**src/hw/comparator_pair_consts.vh**
```
// Purpose: shared offsets, fields, reset values and counts for the comparator pair control
// Assumes: 32-bit APB, register index times four is the byte address
// Notes: definitions only
`ifndef COMPARATOR_PAIR_CONSTS_VH
`define COMPARATOR_PAIR_CONSTS_VH

// ----------------------------------------
// register indices (byte address = 4 * index)
// ----------------------------------------
`define IDX_WINDOW_STATE 6'h08
`define IDX_SYNC_STATE 6'h09
`define IDX_WINDOW_STATE_MIRROR 6'h0a
`define IDX_WINDOW_CONFIG 6'h0c
`define IDX_COMP_CONFIG0 6'h10
`define IDX_COMP_CONFIG1 6'h14
`define IDX_IRQ_STATUS 6'h18
`define IDX_IRQ_CLEAR 6'h19
`define IDX_IRQ_ENABLE 6'h1a
`define IDX_SHOT_START 6'h1b

// ----------------------------------------
// field positions
// ----------------------------------------
`define BIT_BUSY 7
`define POS_LO 4
`define POS_HI 5
`define BIT_WIN_ON 0
`define WIRQ_LO 1
`define WIRQ_HI 2
`define BIT_ENABLE 0
`define BIT_SINGLE 1
`define SPEED_LO 2
`define SPEED_HI 3
`define CIRQ_LO 5
`define CIRQ_HI 6
`define PSEL_LO 12
`define PSEL_HI 13
`define BIT_SWAP 15
`define ROUTE_LO 16
`define ROUTE_HI 17
`define BIT_HYSTERESIS_ON 19
`define FILTER_LENGTH_LO 24
`define FILTER_LENGTH_HI 26
`define IRQ_WIN_BIT 4

// ----------------------------------------
// reset values and writable masks
// ----------------------------------------
`define RST_WINDOW_CONFIG 8'h00
`define RST_COMP_CONFIG 32'h0000_0000
`define MASK_WINDOW_CONFIG 8'h07
`define MASK_COMP_FIELDS 32'h070b_b06e

// ----------------------------------------
// codes
// ----------------------------------------
`define POS_ABOVE 2'h0
`define POS_INSIDE 2'h1
`define POS_BELOW 2'h2
`define WIRQ_OUTSIDE 2'h3
`define CIRQ_TOGGLE 2'h0
`define CIRQ_RISING 2'h1
`define CIRQ_FALLING 2'h2
`define CIRQ_EOC 2'h3
`define FILTER_LENGTH_OFF 3'h0
`define FILTER_LENGTH_VOTE3 3'h1
`define FILTER_LENGTH_VOTE5 3'h2
`define ROUTE_OFF 2'h0
`define ROUTE_RAW 2'h1
`define ROUTE_FILTERED 2'h2

// ----------------------------------------
// timing counts
// ----------------------------------------
`define CMP_CLK_DIV 8'd4
`define SYNC_TICKS 3'd3

`endif

```
**src/hw/comparator_sample_filter.v**
```verilog
// Purpose: synchronise one comparator result and apply the majority vote filter
// Assumes: tick is a one-cycle enable at the comparator clock rate
// Notes: raw result is asynchronous to core_clk
`timescale 1ns/1ps
`include "comparator_pair_consts.vh"

module comparator_sample_filter (
  // clock and reset
  input wire core_clk,
  input wire arst_n,
  // sampling
  input wire tick,
  input wire raw_result,
  input wire [2:0] filter_length,
  // result
  output reg filtered
);

  // ----------------------------------------
  // synchroniser and sample history
  // ----------------------------------------
  reg meta; // first stage, read only by sync_q
  reg sync_q; // safe sampled level
  reg [4:0] samples; // newest sample in bit 0

  // count of ones among all five bits
  function [2:0] ones;
    input [4:0] v;
    begin
      ones = {2'b00, v[0]} + {2'b00, v[1]} + {2'b00, v[2]} + {2'b00, v[3]} + {2'b00, v[4]};
    end
  endfunction

  // two-flop synchroniser
  always @(posedge core_clk or negedge arst_n)
  begin
    if (!arst_n)
    begin
      meta <= 1'b0;
      sync_q <= 1'b0;
    end
    else
    begin
      meta <= raw_result;
      sync_q <= meta;
    end
  end

  // one sample per comparator clock
  always @(posedge core_clk or negedge arst_n)
  begin
    if (!arst_n)
      samples <= 5'h00;
    else if (tick)
      samples <= {samples[3:0], sync_q};
  end

  // vote over the most recent samples
  always @(posedge core_clk or negedge arst_n)
  begin
    if (!arst_n)
      filtered <= 1'b0;
    else
    begin
      case (filter_length)
        `FILTER_LENGTH_VOTE3: filtered <= (ones({2'b00, samples[2:0]}) >= 3'd2);
        `FILTER_LENGTH_VOTE5: filtered <= (ones(samples) >= 3'd3);
        default: filtered <= samples[0]; // off, reserved codes act as off
      endcase
    end
  end

endmodule // comparator_sample_filter

```
**src/hw/comparator_pair_window_control.v**
```verilog
// Purpose: control and status logic for a pair of comparators with window mode
// Assumes: APB slave, core_clk 250 MHz, comparator clock is a divided enable
// Notes: analog core lives outside; this block drives its selects and reads its results
//
// The APB interface to the registers was decided locally.
`timescale 1ns/1ps
`include "comparator_pair_consts.vh"
module comparator_pair_window_control (
  // clock and reset
  input wire core_clk,
  input wire arst_n,
  // apb slave
  input wire psel,
  input wire penable,
  input wire pwrite,
  input wire [31:0] paddr,
  input wire [31:0] pwdata,
  output reg [31:0] prdata,
  output wire pready,
  output wire pslverr,
  // analog comparator core
  input wire [1:0] raw_result,
  output wire [1:0] comparator_on,
  output wire [3:0] positive_input_select,
  output wire [1:0] swap_inputs,
  output wire [1:0] hysteresis_on,
  output wire [3:0] speed_select,
  // comparator pins
  output wire [1:0] comp_pin_out,
  output wire [1:0] comp_pin_oe,
  // interrupt
  output wire irq
);
  // ----------------------------------------
  // declarations
  // ----------------------------------------
  reg [7:0] div_cnt; // comparator clock divider
  reg cmp_tick; // one-cycle comparator clock enable
  reg [7:0] window_config; // software view
  reg [31:0] comp_cfg0; // software view, comparator 0
  reg [31:0] comp_cfg1; // software view, comparator 1
  reg window_active; // window enable as seen by comparator domain
  reg [1:0] enable_active; // enables as seen by comparator domain
  reg busy; // domain transfer in progress
  reg [2:0] sync_cnt; // ticks into the transfer
  reg [1:0] window_position; // current window code
  reg [1:0] cmp_prev; // last result, for edge events
  reg [1:0] shot_pending; // single-shot requested, waiting for a tick
  reg [1:0] shot_val; // held single-shot result
  reg [1:0] eoc; // end of comparison, one cycle
  reg [4:0] irq_status; // sticky event bits
  reg [4:0] irq_enable; // event mask
  wire [1:0] filtered; // filter outputs, before swap
  wire [1:0] cmp_val; // resolved comparator results
  wire [1:0] cmp_evt; // comparator events this cycle
  wire win_evt; // window event this cycle
  wire setup; // apb setup cycle
  wire wr_access; // apb write taking effect
  wire [5:0] idx; // register index
  wire mapped; // index decodes
  wire [1:0] lock; // fields protected
  wire [1:0] pos_next; // next window code
  reg [31:0] rd_mux; // read data for current index
  // merge a control write, keeping locked fields
  function [31:0] merge_cfg;
    input [31:0] old;
    input [31:0] wdata;
    input locked;
    begin
      if (locked)
        merge_cfg = {old[31:1], wdata[`BIT_ENABLE]};
      else
        merge_cfg = (wdata & `MASK_COMP_FIELDS) | {31'h0, wdata[`BIT_ENABLE]};
    end
  endfunction

  // event selection per comparator condition
  function cmp_event;
    input [1:0] sel;
    input prev;
    input now;
    input single;
    input done;
    begin
      case (sel)
        `CIRQ_TOGGLE: cmp_event = prev ^ now;
        `CIRQ_RISING: cmp_event = ~prev & now;
        `CIRQ_FALLING: cmp_event = prev & ~now;
        `CIRQ_EOC: cmp_event = single & done; // only meaningful in single-shot
        default: cmp_event = 1'b0;
      endcase
    end
  endfunction

  // ----------------------------------------
  // comparator clock divider
  // ----------------------------------------
  // single clock design: the comparator domain is a tick enable
  always @(posedge core_clk or negedge arst_n)
  begin
    if (!arst_n)
    begin
      div_cnt <= 8'h00;
      cmp_tick <= 1'b0;
    end
    else if (div_cnt == `CMP_CLK_DIV - 8'd1)
    begin
      div_cnt <= 8'h00;
      cmp_tick <= 1'b1;
    end
    else
    begin
      div_cnt <= div_cnt + 8'd1;
      cmp_tick <= 1'b0;
    end
  end
  // ----------------------------------------
  // apb decode
  // ----------------------------------------
  assign setup = psel & ~penable;
  assign wr_access = psel & penable & pwrite;
  assign idx = paddr[7:2];
  assign pready = 1'b1; // zero wait states
  assign mapped = (idx == `IDX_WINDOW_STATE) | (idx == `IDX_SYNC_STATE) | (idx == `IDX_WINDOW_STATE_MIRROR) |
                  (idx == `IDX_WINDOW_CONFIG) | (idx == `IDX_COMP_CONFIG0) | (idx == `IDX_COMP_CONFIG1) |
                  (idx == `IDX_IRQ_STATUS) | (idx == `IDX_IRQ_CLEAR) | (idx == `IDX_IRQ_ENABLE) |
                  (idx == `IDX_SHOT_START);
  assign pslverr = psel & penable & ~mapped; // unmapped index
  // locked from enable write until the disable has crossed over
  assign lock = {comp_cfg1[`BIT_ENABLE] | enable_active[1], comp_cfg0[`BIT_ENABLE] | enable_active[0]};
  // read mux
  always @*
  begin
    case (idx)
      `IDX_WINDOW_STATE: rd_mux = {26'h0, window_position, 4'h0};
      `IDX_WINDOW_STATE_MIRROR: rd_mux = {26'h0, window_position, 4'h0};
      `IDX_SYNC_STATE: rd_mux = {24'h0, busy, 7'h00};
      `IDX_WINDOW_CONFIG: rd_mux = {24'h0, window_config};
      `IDX_COMP_CONFIG0: rd_mux = comp_cfg0;
      `IDX_COMP_CONFIG1: rd_mux = comp_cfg1;
      `IDX_IRQ_STATUS: rd_mux = {27'h0, irq_status};
      `IDX_IRQ_ENABLE: rd_mux = {27'h0, irq_enable};
      default: rd_mux = 32'h0000_0000; // write-only and unmapped read zero
    endcase
  end
  // read data captured in setup, stable through access
  always @(posedge core_clk or negedge arst_n)
  begin
    if (!arst_n)
      prdata <= 32'h0000_0000;
    else if (setup & ~pwrite)
      prdata <= rd_mux;
  end
  // ----------------------------------------
  // control registers
  // ----------------------------------------
  // software-visible control, written at the access edge
  always @(posedge core_clk or negedge arst_n)
  begin
    if (!arst_n)
    begin
      window_config <= `RST_WINDOW_CONFIG;
      comp_cfg0 <= `RST_COMP_CONFIG;
      comp_cfg1 <= `RST_COMP_CONFIG;
      irq_enable <= 5'h00;
    end
    else if (wr_access)
    begin
      if (idx == `IDX_WINDOW_CONFIG)
        window_config <= pwdata[7:0] & `MASK_WINDOW_CONFIG;
      if (idx == `IDX_COMP_CONFIG0)
        comp_cfg0 <= merge_cfg(comp_cfg0, pwdata, lock[0]);
      if (idx == `IDX_COMP_CONFIG1)
        comp_cfg1 <= merge_cfg(comp_cfg1, pwdata, lock[1]);
      if (idx == `IDX_IRQ_ENABLE)
        irq_enable <= pwdata[4:0];
    end
  end
  // ----------------------------------------
  // domain transfer of window and enable bits
  // ----------------------------------------
  // a new write restarts the transfer; the latest value wins
  always @(posedge core_clk or negedge arst_n)
  begin
    if (!arst_n)
    begin
      busy <= 1'b0;
      sync_cnt <= 3'd0;
      window_active <= 1'b0;
      enable_active <= 2'b00;
    end
    else if (wr_access & ((idx == `IDX_WINDOW_CONFIG) | (idx == `IDX_COMP_CONFIG0) | (idx == `IDX_COMP_CONFIG1)))
    begin
      busy <= 1'b1;
      sync_cnt <= 3'd0;
    end
    else if (busy & cmp_tick)
    begin
      if (sync_cnt == `SYNC_TICKS - 3'd1)
      begin
        busy <= 1'b0;
        window_active <= window_config[`BIT_WIN_ON];
        enable_active <= {comp_cfg1[`BIT_ENABLE], comp_cfg0[`BIT_ENABLE]};
      end
      else
        sync_cnt <= sync_cnt + 3'd1;
    end
  end
  // ----------------------------------------
  // analog core steering (fields act at once, enable after the transfer)
  // ----------------------------------------
  assign comparator_on = enable_active;
  assign positive_input_select = {comp_cfg1[`PSEL_HI:`PSEL_LO], comp_cfg0[`PSEL_HI:`PSEL_LO]};
  assign swap_inputs = {comp_cfg1[`BIT_SWAP], comp_cfg0[`BIT_SWAP]};
  assign speed_select = {comp_cfg1[`SPEED_HI:`SPEED_LO], comp_cfg0[`SPEED_HI:`SPEED_LO]};
  // hysteresis is meaningless for a single comparison
  assign hysteresis_on = {comp_cfg1[`BIT_HYSTERESIS_ON] & ~comp_cfg1[`BIT_SINGLE],
                          comp_cfg0[`BIT_HYSTERESIS_ON] & ~comp_cfg0[`BIT_SINGLE]};
  // ----------------------------------------
  // sampling and filtering
  // ----------------------------------------
  comparator_sample_filter u_filter0 (
    .core_clk(core_clk),
    .arst_n(arst_n),
    .tick(cmp_tick),
    .raw_result(raw_result[0]),
    .filter_length(comp_cfg0[`FILTER_LENGTH_HI:`FILTER_LENGTH_LO]),
    .filtered(filtered[0])
  );
  comparator_sample_filter u_filter1 (
    .core_clk(core_clk),
    .arst_n(arst_n),
    .tick(cmp_tick),
    .raw_result(raw_result[1]),
    .filter_length(comp_cfg1[`FILTER_LENGTH_HI:`FILTER_LENGTH_LO]),
    .filtered(filtered[1])
  );
  // swapped inputs flip the sense of the result
  assign cmp_val[0] = comp_cfg0[`BIT_SINGLE] ? shot_val[0] : (filtered[0] ^ comp_cfg0[`BIT_SWAP]);
  assign cmp_val[1] = comp_cfg1[`BIT_SINGLE] ? shot_val[1] : (filtered[1] ^ comp_cfg1[`BIT_SWAP]);
  // ----------------------------------------
  // single-shot and edge history
  // ----------------------------------------
  // a shot request waits for the next comparator tick, then holds
  always @(posedge core_clk or negedge arst_n)
  begin
    if (!arst_n)
    begin
      shot_pending <= 2'b00;
      shot_val <= 2'b00;
      eoc <= 2'b00;
      cmp_prev <= 2'b00;
    end
    else
    begin
      eoc <= 2'b00;
      if (wr_access & (idx == `IDX_SHOT_START))
        shot_pending <= shot_pending | (pwdata[1:0] & enable_active &
                        {comp_cfg1[`BIT_SINGLE], comp_cfg0[`BIT_SINGLE]});
      else if (cmp_tick)
      begin
        shot_pending <= 2'b00;
        shot_val[0] <= shot_pending[0] ? (filtered[0] ^ comp_cfg0[`BIT_SWAP]) : shot_val[0];
        shot_val[1] <= shot_pending[1] ? (filtered[1] ^ comp_cfg1[`BIT_SWAP]) : shot_val[1];
        eoc <= shot_pending;
      end
      if (cmp_tick)
        cmp_prev <= cmp_val & enable_active;
    end
  end
  assign cmp_evt[0] = enable_active[0] & (cmp_tick | eoc[0]) &
                      cmp_event(comp_cfg0[`CIRQ_HI:`CIRQ_LO], cmp_prev[0], cmp_val[0], comp_cfg0[`BIT_SINGLE], eoc[0]);
  assign cmp_evt[1] = enable_active[1] & (cmp_tick | eoc[1]) &
                      cmp_event(comp_cfg1[`CIRQ_HI:`CIRQ_LO], cmp_prev[1], cmp_val[1], comp_cfg1[`BIT_SINGLE], eoc[1]);
  // ----------------------------------------
  // window mode
  // ----------------------------------------
  // comparator 0 watches the upper limit, comparator 1 the lower
  assign pos_next = cmp_val[0] ? `POS_ABOVE : (cmp_val[1] ? `POS_INSIDE : `POS_BELOW);
  always @(posedge core_clk or negedge arst_n)
  begin
    if (!arst_n)
      window_position <= `POS_ABOVE;
    else if (cmp_tick & window_active & (&enable_active))
      window_position <= pos_next;
  end
  // event when the position newly meets the chosen condition
  assign win_evt = cmp_tick & window_active & (&enable_active) & (pos_next != window_position) &
                   ((window_config[`WIRQ_HI:`WIRQ_LO] == `WIRQ_OUTSIDE) ? (pos_next != `POS_INSIDE) :
                    (pos_next == window_config[`WIRQ_HI:`WIRQ_LO]));
  // ----------------------------------------
  // interrupt status
  // ----------------------------------------
  // set wins over a clear in the same cycle
  always @(posedge core_clk or negedge arst_n)
  begin
    if (!arst_n)
      irq_status <= 5'h00;
    else
      irq_status <= (irq_status & ~((wr_access & (idx == `IDX_IRQ_CLEAR)) ? pwdata[4:0] : 5'h00)) |
                    {win_evt, 2'b00, cmp_evt & ~{2{window_active}}};
  end
  assign irq = |(irq_status & irq_enable);
  // ----------------------------------------
  // output pins
  // ----------------------------------------
  // raw path bypasses the synchroniser, so it may glitch
  assign comp_pin_oe[0] = enable_active[0] & ((comp_cfg0[`ROUTE_HI:`ROUTE_LO] == `ROUTE_RAW) |
                          (comp_cfg0[`ROUTE_HI:`ROUTE_LO] == `ROUTE_FILTERED));
  assign comp_pin_oe[1] = enable_active[1] & ((comp_cfg1[`ROUTE_HI:`ROUTE_LO] == `ROUTE_RAW) |
                          (comp_cfg1[`ROUTE_HI:`ROUTE_LO] == `ROUTE_FILTERED));
  assign comp_pin_out[0] = comp_pin_oe[0] & ((comp_cfg0[`ROUTE_HI:`ROUTE_LO] == `ROUTE_RAW) ?
                           (raw_result[0] ^ comp_cfg0[`BIT_SWAP]) : cmp_val[0]);
  assign comp_pin_out[1] = comp_pin_oe[1] & ((comp_cfg1[`ROUTE_HI:`ROUTE_LO] == `ROUTE_RAW) ?
                           (raw_result[1] ^ comp_cfg1[`BIT_SWAP]) : cmp_val[1]);
endmodule // comparator_pair_window_control

```
**config.mk**
```make
export PLATFORM = sky130hd
export DESIGN_NAME = comparator_pair_window_control
export DESIGN_NICKNAME = d
export VERILOG_FILES = /design/src/hw/comparator_sample_filter.v /design/src/hw/comparator_pair_window_control.v
export VERILOG_INCLUDE_DIRS = /design/src /design/src/hw
export SDC_FILE = /design/constraint.sdc
export NUM_CORES = 1
export LEC_CHECK = 0
export ABC_AREA = 1
export ABC_CLOCK_PERIOD_IN_PS = 5270
export BUFFER_PORTS_ARGS = -buffer_cell sky130_fd_sc_hd__buf_2
export CORE_MARGIN = 5
export CORE_UTILIZATION = 50
export CTS_CLUSTER_DIAMETER = 60
export CTS_CLUSTER_SIZE = 30
export DETAILED_ROUTE_END_ITERATION = 10
export HOLD_SLACK_MARGIN = 0.1
export PLACE_DENSITY_LB_ADDON = 0.08
export RECOVER_POWER = 25
export SLEW_MARGIN = 0
export SYNTH_ARGS = -nofsm -noshare
export SYNTH_HDL_FRONTEND = slang
export SYNTH_HIERARCHICAL = 1
export SYNTH_SLANG_ARGS = --single-unit
```
**constraint.sdc**
```tcl
create_clock -name core_clk -period 5.27 [get_ports core_clk]
set_input_delay 0.2635 -clock core_clk [delete_from_list [all_inputs] [get_ports core_clk]]
set_output_delay 0.2635 -clock core_clk [all_outputs]
set_load 0.05 [all_outputs]
```
==> results.cfg <==
[critical_path]
endpoint_of_the_worst_register_to_register_path = u_filter1/filtered
timing.critical_path.fanout_max = 5
worst_setup_path_end_kind = flip-flop
worst_ep_arrival_time_ns = 2.54
cpMaxStageDelayCell = fa_1
worstRegToRegCells = 9
slowest_delay_ns = 0.56
r2r-start = u_filter1/samples[0]
critPathKind = flip-flop to flip-flop
critical_path.cell_chain = fa_1 > inv_1 > fa_1 > inv_1 > fa_1 > inv_1 > o21bai_1 > nand2_1 > nand3_1
internal_reg_to_reg_setup_slack_ns = 2.99
start_kind = flip-flop
worst_ep_required_time_ns = 5.53

[floorplanning]
floorplan.die.width_um = 113.4
die_area_mm2 = 0.01286
die_h_um = 113.4
fp.coreArea_mm2 = 0.01037
placementRows = 37
initial_utilization_pct = 51.57
io_pins = 124

[grt]
first_global_vias = 3946
globalRouteOverflowTotal = 0
largest_net_degree_at_the_start_of_global_routing = 70
grt_pass1_wl_um = 19970
grt.total_usage_pct = 19.94
antenna_found_initial = 0

[routing]
detail_route.wl_per_cell_um = 14.66
avgViaCountPerCell = 5.071
detail_route.wirelength_um = 11990
drt-initial-drc-count = 215
routed-wl-met3_um = 649
ant_nets = 0
top_layer_used = met4
drc = 0
routed-wl-met2_um = 5279
overall_via_count_from_detail_route = 4148
drt_first_pass_iters = 5
m1WireLength_um = 5846

[place]
dpl.hpwl_um = 8702
buffer_ports.inserted = 65
dp.cells = 799
place_congestion = 0.8580

[power]
power.combinational.fraction_pct = 14.8
static-leakage-power_nw = 2.893
power.clock.fraction_pct = 29.5
power.share.switching_pct = 30.76
internal_power_w = 0.001050
power_density_mw_per_mm2 = 264.2
post-layout-total-power_w = 0.001517
power.sequential.fraction_pct = 55.7
p_sw_w = 0.0004665
vdd_drop_max_v = 0.0001349

[timing]
worst_clock_skew_ns = 0.009613
timing.final.max_slew_violations = 0
hold_violations = 0
total_negative_setup_slacks_ns = 0
report.final.setup_viol = 0
tightestPinTransition_ns = 0.9930
timing.fmax_mhz = 439.2
ratio_of_final_minimum_period_to_clock_period_pct = 43.21
maxSlewHeadroom_pct = 33.64
post-route-min-period_ns = 2.277
unrepaired_setup_endpoints_after_global_routing = no

[logic_synthesis]
synth-warning-count = 6
yosys.area.top_type = dfrtp_1
postSynthRegisterBits = 102
yosys-top-cells-count = 153 x nand2_1, 102 x dfrtp_1, 86 x inv_1, 41 x o21ai_0, 32 x nor2_1
synthMostInstantiatedCell = nand2_1
synthArstFlopShare_pct = 100.0
cell_variety_after_synth = 39
synth_top_area_share_pct = 47.73
netlist_instances = 622
synth_top_flop_cell = dfrtp_1
synth.yosys.seq_area_share_pct = 47.73
synth_area_leaders = dfrtp_1 48%, nand2_1 11%, inv_1 6.0%
syn_avg_cell_area_um2 = 8.597
synth_enable_flop_cells = 0
syn_std_cell_area_mm2 = 0.005348

[cts]
cts_sinks = 102
cts_root_buffer = clkbuf_8
clock_slew_seen_by_the_registers_of_the_worst_setup_and_hold_paths_ns = 0.10
tritoncts_buffers = 9
ctsHtreeMaxLevel = 3
cts_post_setup_buffers_inserted = 0
insertion_delay_ns = 0.38
cts_tree = done
cts_max_path_buffers = 2

[layout]
synthToLayoutAreaGrowth_pct = 7.370
finalNonFillerCells = 818
n_fill_cell = 1025
insertedDiodeCount = 0
layout.nets = 767
postLayoutCoreUtil_pct = 55.37
drive_gt1_share_pct = 13.05

[min_path]
timing.hold.worst_path_depth = 3
worstHoldPathType = input pin to flip-flop
hold_path_startpoint = pwdata[24]
hold_end = comp_cfg1[24]

[status]
outcome = complete, no violations

[job]
max-cap-violations = 0
==> logic make-up after synthesis <==
family	count (synthesis)	synth area share [%]
XOR/XNOR	6	0.9827
multiplexers	2	0.5616
buffers and inverters	130	12.24
flip-flops	102	47.73
adder cells (fa/ha/maj)	19	5.288
AO/OA/AOI/OAI	106	11.89
other	2	0.1404
AND/OR/NAND/NOR	255	21.17
==> sequential cells by signal (all words and copies together) (netlist names), 5 cells and up <==
register and cells:
comp_cfg0 15, comp_cfg1 15, div_cnt 8, irq_enable 5
irq_status 5, prdata 17, u_filter0/samples 5, u_filter1/samples 5
==> area by class of cell <==
type	count	area (um2)	share of cell area [%]
Clock inverter	5	33.78	0.5884
Timing Repair Buffer	69	331.6	5.775
Sequential cell	102	2552	44.45
Inverter	91	344.1	5.993
Tap cell	136	170.2	2.964
Multi-Input combinational cell	404	2178	37.94
Clock buffer	11	131.4	2.288
==> cell usage in the layout, fill, tap and decap left out, types with 14 or more instances in the layout <==
| cell type | instances |
|---|---|
| inv_1 | 86 |
| nand3_1 | 25 |
| nor2_1 | 33 |
| o21ai_0 | 42 |
| conb_1 | 16 |
| buf_2 | 37 |
| clkbuf_1 | 29 |
| o21ai_1 | 14 |
| dfrtp_1 | 102 |
| nand2_1 | 156 |
| o21ai_2 | 14 |
| a21oi_1 | 15 |
==> worst max-delay path, delay by kind of cell, from the launching register on <==
kind / cells / cell delay (ns)
flops: 1 / 0.46
compound gates: 1 / 0.06
buf+inv: 3 / 0.19
fa+ha+maj: 3 / 1.33
simple gates: 2 / 0.13
==> power by group through the flow <==
stage          combinational, W  sequential (W)  clock [W]
5_1_grt                0.000257        0.000851   0.000486
6_report               0.000225        0.000845   0.000447
3_3_place_gp           0.000221        0.000858          0
2_1_floorplan          0.000173        0.000857          0
3_5_place_dp           0.000228        0.000860          0
4_1_cts                0.000230        0.000845   0.000459
==> through the flow <==
stage / worst slack [ns] / cell area [um2] / hold slack (ns)
5_1_grt: 2.834 / 5742 / 0.1471
2_1_floorplan: 2.830 / 5400 / -0.03209
4_1_cts: 2.995 / 5796 / 0.1267
3_3_place_gp: 3.043 / 5600 / 0.3350
3_5_place_dp: 2.995 / 5600 / 0.3371
6_report: 2.993 / 5742 / 0.1425
==> routing by layer <==
layer,track usage (%),up-vias
met2,30.25,112
met3,2.812,13
met4,7.933,0
met5,0,-
li1,-,2053
met1,29.02,1970
==> worst max path at each step <==
stage	startpoint	to	slack [ns]
final	u_filter1/samples[0]	u_filter1/filtered	2.99
after detailed placement	u_filter1/samples[0]	u_filter1/filtered	3.00
after global routing	u_filter1/samples[0]	u_filter1/filtered	2.83
after floorplan	comparator_on[1]	comp_pin_out[1]	2.83
after CTS	u_filter1/samples[0]	u_filter1/filtered	3.00
after global placement	u_filter0/samples[0]	u_filter0/filtered	3.04
==> timing repair <==
item                      in CTS  in global routing
resized for setup              0                  0
hold buffers                   3                  0
hold endpoints to repair      70                  0
No activity file was read; power rests on OpenSTA's default activity.
